## src/emc_cfg.svh

```systemverilog
// Register map, field positions, reset values and counts of the MAC control and status block.
// Assumes inclusion by the package and the design modules; holds definitions only.
`ifndef EMC_CFG_SVH
`define EMC_CFG_SVH

// --------------------------------------------------------------------------
// Register addresses
// --------------------------------------------------------------------------
`define EMC_ADR_CTRL 32'h400b0000
`define EMC_ADR_NCFG 32'h400b0004
`define EMC_ADR_NSTAT 32'h400b0008
`define EMC_ADR_TSTAT 32'h400b0014
`define EMC_ADR_RQPTR 32'h400b0018
`define EMC_ADR_HASHL 32'h400b0090
`define EMC_ADR_HASHH 32'h400b0094

// --------------------------------------------------------------------------
// Field positions
// --------------------------------------------------------------------------
`define EMC_CTL_START 9
`define EMC_CTL_HALT 10
`define EMC_NC_SPD 0
`define EMC_NC_FD 1
`define EMC_NC_JUMBO 3
`define EMC_NC_PROM 4
`define EMC_NC_NOBC 5
`define EMC_NC_MHASH 6
`define EMC_NC_UHASH 7
`define EMC_NC_BIG 8
`define EMC_NC_CLK_LO 10
`define EMC_NC_RTY 12
`define EMC_NC_PAE 13
`define EMC_NC_OFS_LO 14
`define EMC_NC_LCHK 16
`define EMC_NC_FCSD 17
`define EMC_NC_RXTX 18
`define EMC_NC_FCSI 19
`define EMC_NS_MDIO 1
`define EMC_NS_IDLE 2
`define EMC_TS_UBR 0
`define EMC_TS_COL 1
`define EMC_TS_RETRY_LIMIT_HIT 2
`define EMC_TS_TGO 3
`define EMC_TS_BEX 4
`define EMC_TS_COMP 5
`define EMC_TS_UND 6

// --------------------------------------------------------------------------
// Reset values, masks and counts
// --------------------------------------------------------------------------
`define EMC_NCFG_RST 32'h00000800
`define EMC_NCFG_MASK 32'h000ffdfb
`define EMC_TSTAT_W1C 7'h77
`define EMC_LEN_STD 14'd1518
`define EMC_LEN_BIG 14'd1536
`define EMC_LEN_JUMBO 14'd10240
`define EMC_TYPE_MIN 16'h0600
`define EMC_RQ_BUFS 10'd1023
`define EMC_RQ_STEP 32'h00000008
`define EMC_MGMT_BITS 7'd64
`define EMC_MDC_HALF_MIN 6'h04

`endif

```

## src/emc_pkg.sv

```systemverilog
// Shared types of the MAC control and status block.
// Assumes emc_cfg.svh is on the include path.
`include "emc_cfg.svh"

package emc_pkg;

  // ------------------------------------------------------------------------
  // Carriers
  // ------------------------------------------------------------------------
  typedef struct packed {
    logic [47:0] da;
    logic [13:0] len;
    logic [15:0] len_field;
    logic crc_ok;
    logic addr_match;
  } emc_rx_info_t;

  typedef struct packed {
    logic sof;
    logic eof;
    logic ubr_start;
    logic ubr_mid;
    logic late_grant;
    logic bus_err;
    logic buffers_exhausted;
    logic retry_lim;
  } emc_tx_evt_t;

  typedef struct packed {
    logic [31:0] paddr;
    logic psel;
    logic penable;
    logic pwrite;
    logic [31:0] pwdata;
  } emc_apb_req_t;

  typedef enum logic [2:0] {
    EMC_TX_IDLE = 3'b001,
    EMC_TX_READY = 3'b010,
    EMC_TX_SEND = 3'b100
  } emc_tx_st_t;

endpackage : emc_pkg

```

## src/emc_mdc_div.sv

```systemverilog
// Management clock divider: halves a count of 4, 8, 16 or 32 system clocks.
// Assumes run is a same-clock level; the clock rests low while run is low.
`timescale 1ns/1ps
`include "emc_cfg.svh"

module emc_mdc_div (
  // Clock and reset
  input wire logic clk_i,
  input wire logic rstn_i,
  input wire logic ce_i,
  // Control
  input wire logic run_i,
  input wire logic [1:0] sel_i,
  // Clock out
  output logic mdc_o,
  output logic rise_o
);
  import emc_pkg::*;

  typedef struct packed {
    logic [5:0] cnt;
    logic mdc;
    logic rise;
  } emc_div_t;

  emc_div_t s_r;
  emc_div_t s_nxt;
  logic [5:0] half;

  always_comb begin
    half = 6'(`EMC_MDC_HALF_MIN << sel_i);
    s_nxt = s_r;
    s_nxt.rise = 1'b0;
    if (!run_i) begin
      s_nxt.cnt = 6'h00;
      s_nxt.mdc = 1'b0;
    end else if (s_r.cnt == half - 6'h01) begin
      s_nxt.cnt = 6'h00;
      s_nxt.mdc = !s_r.mdc;
      s_nxt.rise = !s_r.mdc;
    end else begin
      s_nxt.cnt = s_r.cnt + 6'h01;
    end
  end

  always_ff @(posedge clk_i) begin
    if (!rstn_i) begin
      s_r <= '0;
    end else if (ce_i) begin
      s_r <= s_nxt;
    end
  end

  assign mdc_o = s_r.mdc;
  assign rise_o = s_r.rise;

endmodule : emc_mdc_div

```

## src/emc_top.sv

```systemverilog
// MAC configuration, status, transmit control, receive filter and receive queue pointer.
// Assumes the MAC core gives same-clock event strobes; collision, carrier and mdio come from pins.
`timescale 1ns/1ps
`include "emc_cfg.svh"

module emc_top (
  // Clock, reset, enable
  input wire logic clk_i,
  input wire logic rstn_i,
  input wire logic ce_i,
  // APB slave
  input wire emc_pkg::emc_apb_req_t apb_i,
  output logic [31:0] prdata_o,
  output logic pready_o,
  output logic pslverr_o,
  // PHY pins
  input wire logic col_i,
  input wire logic crs_i,
  input wire logic mdio_i,
  output logic speed_o,
  output logic half_duplex_o,
  output logic mdc_o,
  // Transmit core
  input wire emc_pkg::emc_tx_evt_t tx_evt_i,
  input wire logic slot_tick_i,
  input wire logic rxclk_tick_i,
  input wire logic pause_rx_i,
  input wire logic [15:0] pause_quanta_i,
  output logic tx_allow_o,
  output logic tx_err_o,
  output logic bad_fcs_o,
  output logic tx_col_o,
  output logic tx_crs_o,
  output logic backoff_one_slot_o,
  // Receive core
  input wire logic rx_done_i,
  input wire emc_pkg::emc_rx_info_t rx_info_i,
  input wire logic rx_buf_used_i,
  input wire logic rx_buf_wrap_i,
  output logic rx_accept_o,
  output logic rx_drop_o,
  output logic [1:0] rx_offset_o,
  output logic fcs_discard_o,
  output logic fcs_ignore_o,
  output logic rx_during_tx_o,
  // Management
  input wire logic mgmt_start_i
);
  import emc_pkg::*;

  // --------------------------------------------------------------------------
  // State
  // --------------------------------------------------------------------------
  typedef struct packed {
    logic [31:0] ncfg;
    logic [63:0] hash;
    logic [6:0] tsr;
    emc_tx_st_t st;
    logic halt_pend;
    logic [15:0] pause_cnt;
    logic [31:0] q_start;
    logic [31:0] q_ptr;
    logic [9:0] q_idx;
    logic mgmt_busy;
    logic [6:0] mgmt_bits;
    logic [1:0] col_s;
    logic [1:0] crs_s;
    logic [1:0] mdio_s;
    logic [31:0] prdata;
    logic pready;
    logic pslverr;
    logic speed;
    logic half;
    logic tx_allow;
    logic tx_err;
    logic bad_fcs;
    logic tx_col;
    logic tx_crs;
    logic rx_accept;
    logic rx_drop;
    logic rxtx;
  } emc_state_t;

  emc_state_t s_r;
  emc_state_t s_nxt;
  logic mdc_rise;
  logic mdc_lvl;

  function automatic logic [5:0] emc_hash6(input logic [47:0] da);
    logic [5:0] h;
    h = 6'h00;
    for (int i = 0; i < 48; i++) begin
      h[i % 6] = h[i % 6] ^ da[i];
    end
    return h;
  endfunction : emc_hash6

  // --------------------------------------------------------------------------
  // Management clock
  // --------------------------------------------------------------------------
  emc_mdc_div u_mdc (
    .clk_i(clk_i),
    .rstn_i(rstn_i),
    .ce_i(ce_i),
    .run_i(s_r.mgmt_busy),
    .sel_i(s_r.ncfg[`EMC_NC_CLK_LO +: 2]),
    .mdc_o(mdc_lvl),
    .rise_o(mdc_rise)
  );

  // --------------------------------------------------------------------------
  // Next state
  // --------------------------------------------------------------------------
  logic setup;
  logic wr;
  logic fd;
  logic [6:0] ts_set;
  logic [6:0] ts_clr;
  logic [13:0] max_len;
  logic bcast;
  logic hash_hit;
  logic len_err;
  logic rx_ok;
  logic [31:0] rd;
  logic rd_hit;

  always_comb begin
    s_nxt = s_r;
    setup = apb_i.psel && !apb_i.penable;
    wr = apb_i.psel && apb_i.penable && apb_i.pwrite && s_r.pready;
    fd = s_r.ncfg[`EMC_NC_FD];
    ts_set = 7'h00;
    ts_clr = 7'h00;

    // Pin synchronisers
    s_nxt.col_s = {s_r.col_s[0], col_i};
    s_nxt.crs_s = {s_r.crs_s[0], crs_i};
    s_nxt.mdio_s = {s_r.mdio_s[0], mdio_i};

    // Register reads are prepared in the setup cycle so data comes from a flop
    rd = 32'h00000000;
    rd_hit = 1'b1;
    case (apb_i.paddr)
      `EMC_ADR_CTRL: rd = {21'h000000, s_r.halt_pend, 10'h000};
      `EMC_ADR_NCFG: rd = s_r.ncfg;
      `EMC_ADR_NSTAT: begin
        rd[`EMC_NS_MDIO] = s_r.mdio_s[1];
        rd[`EMC_NS_IDLE] = !s_r.mgmt_busy;
      end
      `EMC_ADR_TSTAT: rd = {25'h0000000, s_r.tsr};
      `EMC_ADR_RQPTR: rd = s_r.q_ptr;
      `EMC_ADR_HASHL: rd = s_r.hash[31:0];
      `EMC_ADR_HASHH: rd = s_r.hash[63:32];
      default: rd_hit = 1'b0;
    endcase
    s_nxt.pready = setup;
    if (setup) begin
      s_nxt.prdata = apb_i.pwrite ? 32'h00000000 : rd;
      s_nxt.pslverr = !rd_hit;
    end

    // Register writes at the access edge
    if (wr && !s_r.pslverr) begin
      case (apb_i.paddr)
        `EMC_ADR_NCFG: s_nxt.ncfg = apb_i.pwdata & `EMC_NCFG_MASK;
        `EMC_ADR_TSTAT: ts_clr = apb_i.pwdata[6:0] & `EMC_TSTAT_W1C;
        `EMC_ADR_RQPTR: begin
          s_nxt.q_start = {apb_i.pwdata[31:2], 2'b00};
          s_nxt.q_ptr = {apb_i.pwdata[31:2], 2'b00};
          s_nxt.q_idx = 10'h000;
        end
        `EMC_ADR_HASHL: s_nxt.hash[31:0] = apb_i.pwdata;
        `EMC_ADR_HASHH: s_nxt.hash[63:32] = apb_i.pwdata;
        default: ;
      endcase
    end

    // Transmit control
    s_nxt.tx_err = 1'b0;
    s_nxt.bad_fcs = 1'b0;
    case (s_r.st)
      EMC_TX_IDLE: begin
        s_nxt.halt_pend = 1'b0;
        if (wr && apb_i.paddr == `EMC_ADR_CTRL && apb_i.pwdata[`EMC_CTL_START]
            && !apb_i.pwdata[`EMC_CTL_HALT]) begin
          s_nxt.st = EMC_TX_READY;
        end
      end
      EMC_TX_READY: begin
        if (wr && apb_i.paddr == `EMC_ADR_CTRL && apb_i.pwdata[`EMC_CTL_HALT]) begin
          s_nxt.st = EMC_TX_IDLE;
        end else if (tx_evt_i.ubr_start) begin
          s_nxt.st = EMC_TX_IDLE;
          ts_set[`EMC_TS_UBR] = 1'b1;
        end else if (tx_evt_i.sof && s_r.tx_allow) begin
          s_nxt.st = EMC_TX_SEND;
        end
      end
      EMC_TX_SEND: begin
        if (wr && apb_i.paddr == `EMC_ADR_CTRL && apb_i.pwdata[`EMC_CTL_HALT]) begin
          s_nxt.halt_pend = 1'b1;
        end
        if (tx_evt_i.buffers_exhausted) begin
          s_nxt.st = EMC_TX_IDLE;
          s_nxt.tx_err = 1'b1;
          s_nxt.bad_fcs = 1'b1;
          ts_set[`EMC_TS_BEX] = 1'b1;
        end else if (tx_evt_i.eof) begin
          s_nxt.st = s_nxt.halt_pend ? EMC_TX_IDLE : EMC_TX_READY;
          ts_set[`EMC_TS_COMP] = 1'b1;
        end
        if (tx_evt_i.late_grant || tx_evt_i.bus_err || tx_evt_i.ubr_mid) begin
          s_nxt.bad_fcs = 1'b1;
          ts_set[`EMC_TS_UND] = 1'b1;
        end
        if (tx_evt_i.ubr_mid) begin
          ts_set[`EMC_TS_UBR] = 1'b1;
        end
      end
      default: s_nxt.st = EMC_TX_IDLE;
    endcase
    if (tx_evt_i.retry_lim) begin
      ts_set[`EMC_TS_RETRY_LIMIT_HIT] = 1'b1;
    end
    // Collision and carrier are not looked at in full duplex
    s_nxt.tx_col = s_r.col_s[1] && !fd;
    s_nxt.tx_crs = s_r.crs_s[1] && !fd;
    if (s_r.col_s[1] && !fd && s_r.st == EMC_TX_SEND) begin
      ts_set[`EMC_TS_COL] = 1'b1;
    end

    // Sticky flags: hardware set beats a software clear in the same cycle
    s_nxt.tsr = (s_r.tsr & ~ts_clr) | ts_set;
    s_nxt.tsr[`EMC_TS_TGO] = s_nxt.st != EMC_TX_IDLE;

    // Pause timer
    if (pause_rx_i && s_r.ncfg[`EMC_NC_PAE]) begin
      s_nxt.pause_cnt = pause_quanta_i;
    end else if (s_r.pause_cnt != 16'h0000) begin
      if (s_r.ncfg[`EMC_NC_RTY] ? rxclk_tick_i : slot_tick_i) begin
        s_nxt.pause_cnt = s_r.pause_cnt - 16'h0001;
      end
    end
    // New frames wait for an empty pause timer; a running frame is left alone
    s_nxt.tx_allow = s_r.st == EMC_TX_READY && s_r.pause_cnt == 16'h0000 && !tx_evt_i.sof;

    // Receive filter
    max_len = s_r.ncfg[`EMC_NC_JUMBO] ? `EMC_LEN_JUMBO :
      (s_r.ncfg[`EMC_NC_BIG] ? `EMC_LEN_BIG : `EMC_LEN_STD);
    bcast = &rx_info_i.da;
    hash_hit = s_r.hash[emc_hash6(rx_info_i.da)] &&
      (rx_info_i.da[0] ? s_r.ncfg[`EMC_NC_MHASH] : s_r.ncfg[`EMC_NC_UHASH]);
    len_err = s_r.ncfg[`EMC_NC_LCHK] && rx_info_i.len_field < `EMC_TYPE_MIN &&
      {2'b00, rx_info_i.len} < rx_info_i.len_field;
    rx_ok = (rx_info_i.crc_ok || s_r.ncfg[`EMC_NC_FCSI]) &&
      rx_info_i.len <= max_len && !len_err;
    s_nxt.rx_accept = 1'b0;
    s_nxt.rx_drop = 1'b0;
    if (rx_done_i) begin
      if (rx_ok && (s_r.ncfg[`EMC_NC_PROM] ||
          (bcast ? !s_r.ncfg[`EMC_NC_NOBC] : (rx_info_i.addr_match || hash_hit)))) begin
        s_nxt.rx_accept = 1'b1;
      end else begin
        s_nxt.rx_drop = 1'b1;
      end
    end

    // Receive queue pointer
    if (rx_buf_used_i) begin
      if (rx_buf_wrap_i || s_r.q_idx == `EMC_RQ_BUFS) begin
        s_nxt.q_ptr = s_r.q_start;
        s_nxt.q_idx = 10'h000;
      end else begin
        s_nxt.q_ptr = s_r.q_ptr + `EMC_RQ_STEP;
        s_nxt.q_idx = s_r.q_idx + 10'h001;
      end
    end

    // Management operation runs for a fixed number of clock periods
    if (!s_r.mgmt_busy) begin
      s_nxt.mgmt_busy = mgmt_start_i;
      s_nxt.mgmt_bits = 7'h00;
    end else if (mdc_rise) begin
      s_nxt.mgmt_bits = s_r.mgmt_bits + 7'h01;
      if (s_r.mgmt_bits == `EMC_MGMT_BITS - 7'h01) begin
        s_nxt.mgmt_busy = 1'b0;
      end
    end

    // Pins
    s_nxt.speed = s_r.ncfg[`EMC_NC_SPD];
    s_nxt.half = !fd;
    s_nxt.rxtx = fd || s_r.ncfg[`EMC_NC_RXTX];
  end

  always_ff @(posedge clk_i) begin
    if (!rstn_i) begin
      s_r <= '0;
      s_r.ncfg <= `EMC_NCFG_RST;
      s_r.st <= EMC_TX_IDLE;
    end else if (ce_i) begin
      s_r <= s_nxt;
    end
  end

  // --------------------------------------------------------------------------
  // Outputs
  // --------------------------------------------------------------------------
  assign prdata_o = s_r.prdata;
  assign pready_o = s_r.pready;
  assign pslverr_o = s_r.pslverr;
  assign speed_o = s_r.speed;
  assign half_duplex_o = s_r.half;
  assign mdc_o = mdc_lvl;
  assign tx_allow_o = s_r.tx_allow;
  assign tx_err_o = s_r.tx_err;
  assign bad_fcs_o = s_r.bad_fcs;
  assign tx_col_o = s_r.tx_col;
  assign tx_crs_o = s_r.tx_crs;
  assign backoff_one_slot_o = s_r.ncfg[`EMC_NC_RTY];
  assign rx_accept_o = s_r.rx_accept;
  assign rx_drop_o = s_r.rx_drop;
  assign rx_offset_o = s_r.ncfg[`EMC_NC_OFS_LO +: 2];
  assign fcs_discard_o = s_r.ncfg[`EMC_NC_FCSD];
  assign fcs_ignore_o = s_r.ncfg[`EMC_NC_FCSI];
  assign rx_during_tx_o = s_r.rxtx;
endmodule : emc_top
```

## config.mk

```make
export PLATFORM = sky130hd
export DESIGN_NAME = emc_top
export DESIGN_NICKNAME = d
export VERILOG_FILES = /design/src/emc_pkg.sv /design/src/emc_mdc_div.sv /design/src/emc_top.sv
export VERILOG_INCLUDE_DIRS = /design/src
export SDC_FILE = /design/constraint.sdc
export NUM_CORES = 1
export LEC_CHECK = 0
export BUFFER_PORTS_ARGS = -buffer_cell sky130_fd_sc_hd__buf_2
export CORE_UTILIZATION = 39
export CTS_CLUSTER_DIAMETER = 40
export DETAILED_ROUTE_END_ITERATION = 10
export MAX_ROUTING_LAYER = met4
export SLEW_MARGIN = 10
export SYNTH_ARGS = -nofsm -noshare
export SYNTH_HDL_FRONTEND = slang
export SYNTH_SLANG_ARGS = --single-unit
export TNS_END_PERCENT = 50
```

## constraint.sdc

```tcl
create_clock -name clk_i -period 3.2 [get_ports clk_i]
set_input_delay 0.64 -clock clk_i [delete_from_list [all_inputs] [get_ports clk_i]]
set_output_delay 0.64 -clock clk_i [all_outputs]
set_load 0.01 [all_outputs]
```

==> flow_summary_export.csv <==
group,metric,value,unit
status,status,"finished, final reports clean",
route,drt-pass1-iter-count,6,
critical_path,cp.required,3.56,ns
critical_path,critPathSlowestCell,"or3_1",
yosys,synth_cell_type_count,64,
yosys,syn_nets,1906,
clock_network,htree_levels,2,
route,detailedRoute.firstIterationViolations,1121,
flow_run,cap_violations,0,
sta,finalSetupViolCount,0,
sta,final_hold_viol_count,0,
placement,place_hpwl,30.14,mm
yosys,synth-edff-count,0,
final_layout,syn2layout_area_growth,23.13,%
floorplan,die_h,185.8,µm
placement,finalWeightedCongestion,0.8984,
global_routing,grt_pass1_wl,65.72,mm
final_layout,drive_gt1_share,20.00,%
clock_network,clockRootBuffer,"clkbuf_16",
route,ant_nets,0,
clock_network,hold_buffers,0,
clock_network,cts_made_buffers,42,
sta,max_slew_margin,54.52,%
sta,fmax,353.1,MHz
floorplan,start_util,40.09,%
global_routing,grt_pass1_vias,12220,
floorplan,pin_count,234,
critical_path,path_cells,"inv_1, ha_1, nor3b_1, nand2_1, or3_1, or2_1, nor3b_2, nor2_1, o21ai_2, buf_4, a21oi_1, nor2_1, a211oi_1",
global_routing,grtUsageTotal,24.72,%
global_routing,gr-total-overflow,0,
global_routing,grt_max_degree,74,
yosys,async_flop_share,0,%
yosys,netlist_area,0.01318,mm²
sta,post-route-min-period,2.832,ns
yosys,seq_area_frac_synth,37.22,%
critical_path,worstSetupPathType,"register to register",
critical_path,cp-start-kind,"register",
pwr,peakVddDrop,343.1,µV
route,detail_route.vias_per_cell,5.605,
yosys,yosys_most_used_dff,"dfxtp_1",
yosys,synth_seq_cells,245,
sta,fin_crit_sh,88.51,%
sta,tns,0,ns
route,routed-via-count,13190,
final_layout,fin_nets,2090,
clock_network,cts_tree,"done",
sta,rsz0062_at_grt,"false",
yosys,yosys_warnings,0,
floorplan,dieWidth,185.8,µm
clock_network,cts_setup_buffers,0,
pwr,p_per_area,612.0,mW/mm²
floorplan,core_area,0.03287,mm²
critical_path,crit_path_max_fanout,5,
clock_network,cts_sinks,245,
sta,worstMarginPinSlew,0.6805,ns
clock_network,max-clock-path-buffers,3,
clock_network,clk_pin_slew,0.05,ns
clock_network,cts.repair.resized,0,
route,routed_wl,41.98,mm
critical_path,cp-end-kind,"register",
hold_path,hp-class,"input pin to register",
placement,io_buffer_count,233,
critical_path,cp_data_arrival_time,3.19,ns
route,drc,0,
final_layout,n_fill_cell,3314,
pwr,power_leakage,6.269,nW
critical_path,slowest_delay,0.39,ns
sta,drv_slew,0,
sta,skew,0.02799,ns
yosys,yosysTopAreaCellShare,37.22,%
yosys,synth_top_area_cell,"dfxtp_1",
critical_path,crit_top_cell,"nor2_1",
floorplan,die-area,0.03453,mm²
route,routedWlPerCell,17.84,µm
yosys,synth_area_leaders,"dfxtp_1, a21oi_1, nand2_1",
global_routing,antenna_found_initial,1,
floorplan,rows,66,
clock_network,clock_latency,0.54,ns
final_layout,utilization,49.37,%
yosys,syn_inst,1693,
yosys,avgSynthCellArea,7.784,µm²
## cell families (layout without fill, tap and decap cells)
group	count (synthesis)	after routing	synth area share, %
DFF	245	245	37.22
AOI/OAI and AO/OA	416	416	19.07
buffers and inverters	181	398	6.191
and+or+nand+nor	659	659	22.46
adders and majority gates	29	29	2.754
other	0	1	0
muxes	84	84	6.865
xor gates and xnor gates	79	79	5.450
## state kept, by name (all words and copies together) (netlist names), 2 cells and up
name and cells:
prdata_o 32, s_nxt 4, u_mdc.s_r 6, s_r 183, rx_offset_o 2
## final cells by class
type	instances	area [µm²]	area share [%]
clock buffer	53	1166	7.187
tap	442	553.0	3.408
sequential	245	4905	30.23
antenna	1	2.502	0.01542
inverter	33	128.9	0.7943
multi-input combinational	1267	7482	46.11
timing repair buffer	288	1692	10.43
clock inverter	24	296.5	1.828
## per-stage QoR
stage               cells  hold WS, ns  cell area [µm²]  total power, W  setup WS [ns]
finish               2353       0.3576            16230        0.009931         0.3678
global route         2353       0.3725            16230         0.01035         0.1353
CTS                  2352       0.3508            16220        0.009961         0.1670
detailed placement   2275       0.4482            14760        0.005312       -0.04192
global placement     2275       0.4432            14760        0.005273        0.04381
floorplan            1693       0.4357            13180        0.004638         0.2344
## cells in the final DEF, fill, tap and decap left out, types with 5 or more instances in the layout
| cell | synthesis | layout |
|---|---|---|
| nand2_1 | 253 | 252 |
| a21oi_1 | 245 | 245 |
| dfxtp_1 | 245 | 245 |
| buf_2 | 7 | 233 |
| nor2_1 | 184 | 184 |
| nand3_1 | 83 | 83 |
| mux2i_1 | 78 | 78 |
| xnor2_1 | 52 | 51 |
| buf_4 | 34 | 46 |
| clkbuf_16 | 0 | 45 |
| o21ai_0 | 44 | 43 |
| a211oi_1 | 33 | 33 |
| a222oi_1 | 32 | 32 |
| inv_1 | 31 | 31 |
| ha_1 | 29 | 29 |
| nand4_1 | 26 | 26 |
| xor2_1 | 25 | 25 |
| nor3_1 | 20 | 20 |
| nor4_1 | 15 | 15 |
| and3_1 | 16 | 15 |
| a22oi_1 | 14 | 14 |
| nor2b_1 | 11 | 11 |
| buf_12 | 0 | 9 |
| nand2b_1 | 8 | 8 |
| inv_6 | 0 | 7 |
| clkbuf_1 | 94 | 7 |
| nor3b_1 | 8 | 6 |
| and2_1 | 6 | 6 |
| clkinvlp_4 | 0 | 6 |
| or3_1 | 5 | 5 |
| o21a_1 | 5 | 5 |
| a21boi_0 | 5 | 5 |
| mux4_2 | 5 | 5 |
| a221oi_1 | 5 | 5 |
| a21o_1 | 5 | 5 |
| bufinv_16 | 0 | 5 |
## power breakdown
group          internal (W)  leakage [nW]  total [W]  switching (W)
combinational      0.000858          3.59    0.00195        0.00109
clock               0.00301         0.699    0.00464        0.00163
sequential          0.00319          1.98    0.00334       0.000148
## cells in the mapped netlist, types with 29 or more instances
cell type	count
a211oi_1	33
a21oi_1	245
a222oi_1	32
buf_4	34
clkbuf_1	94
dfxtp_1	245
ha_1	29
inv_1	31
mux2i_1	78
nand2_1	253
nand3_1	83
nor2_1	184
o21ai_0	44
xnor2_1	52
## routing by layer
metal,vias up,share of wire (%),track usage (%)
met4,0,2.7,7.803
met1,6273,44,32.18
met3,72,7.5,3.991
met5,-,0,-
li1,6339,-,-
met2,505,45,39.06
## critical path, delay by kind of cell, from the launching register on
kind                       cells  cell delay [ns]
AOI/OAI and AO/OA              3             0.30
and+or+nand+nor                7             1.65
adders and majority gates      1             0.17
buffers and inverters          2             0.24
DFF                            1             0.33
## final timing paths
check,end,slack [ns],cells past startpoint,start
worst max-delay path,s_r[138]$_SDFFE_PN0P_,0.37,13,s_r[132]$_SDFFE_PN0P_
worst min-delay path,s_nxt[45]$_SDFFE_PN0P_,0.36,3,mdio_i
worst max register to register,s_r[138]$_SDFFE_PN0P_,0.37,13,s_r[132]$_SDFFE_PN0P_
worst min register to register,s_r[115]$_SDFFE_PN0P_,0.45,2,s_r[115]$_SDFFE_PN0P_
Power figures use the tool's default switching activity.
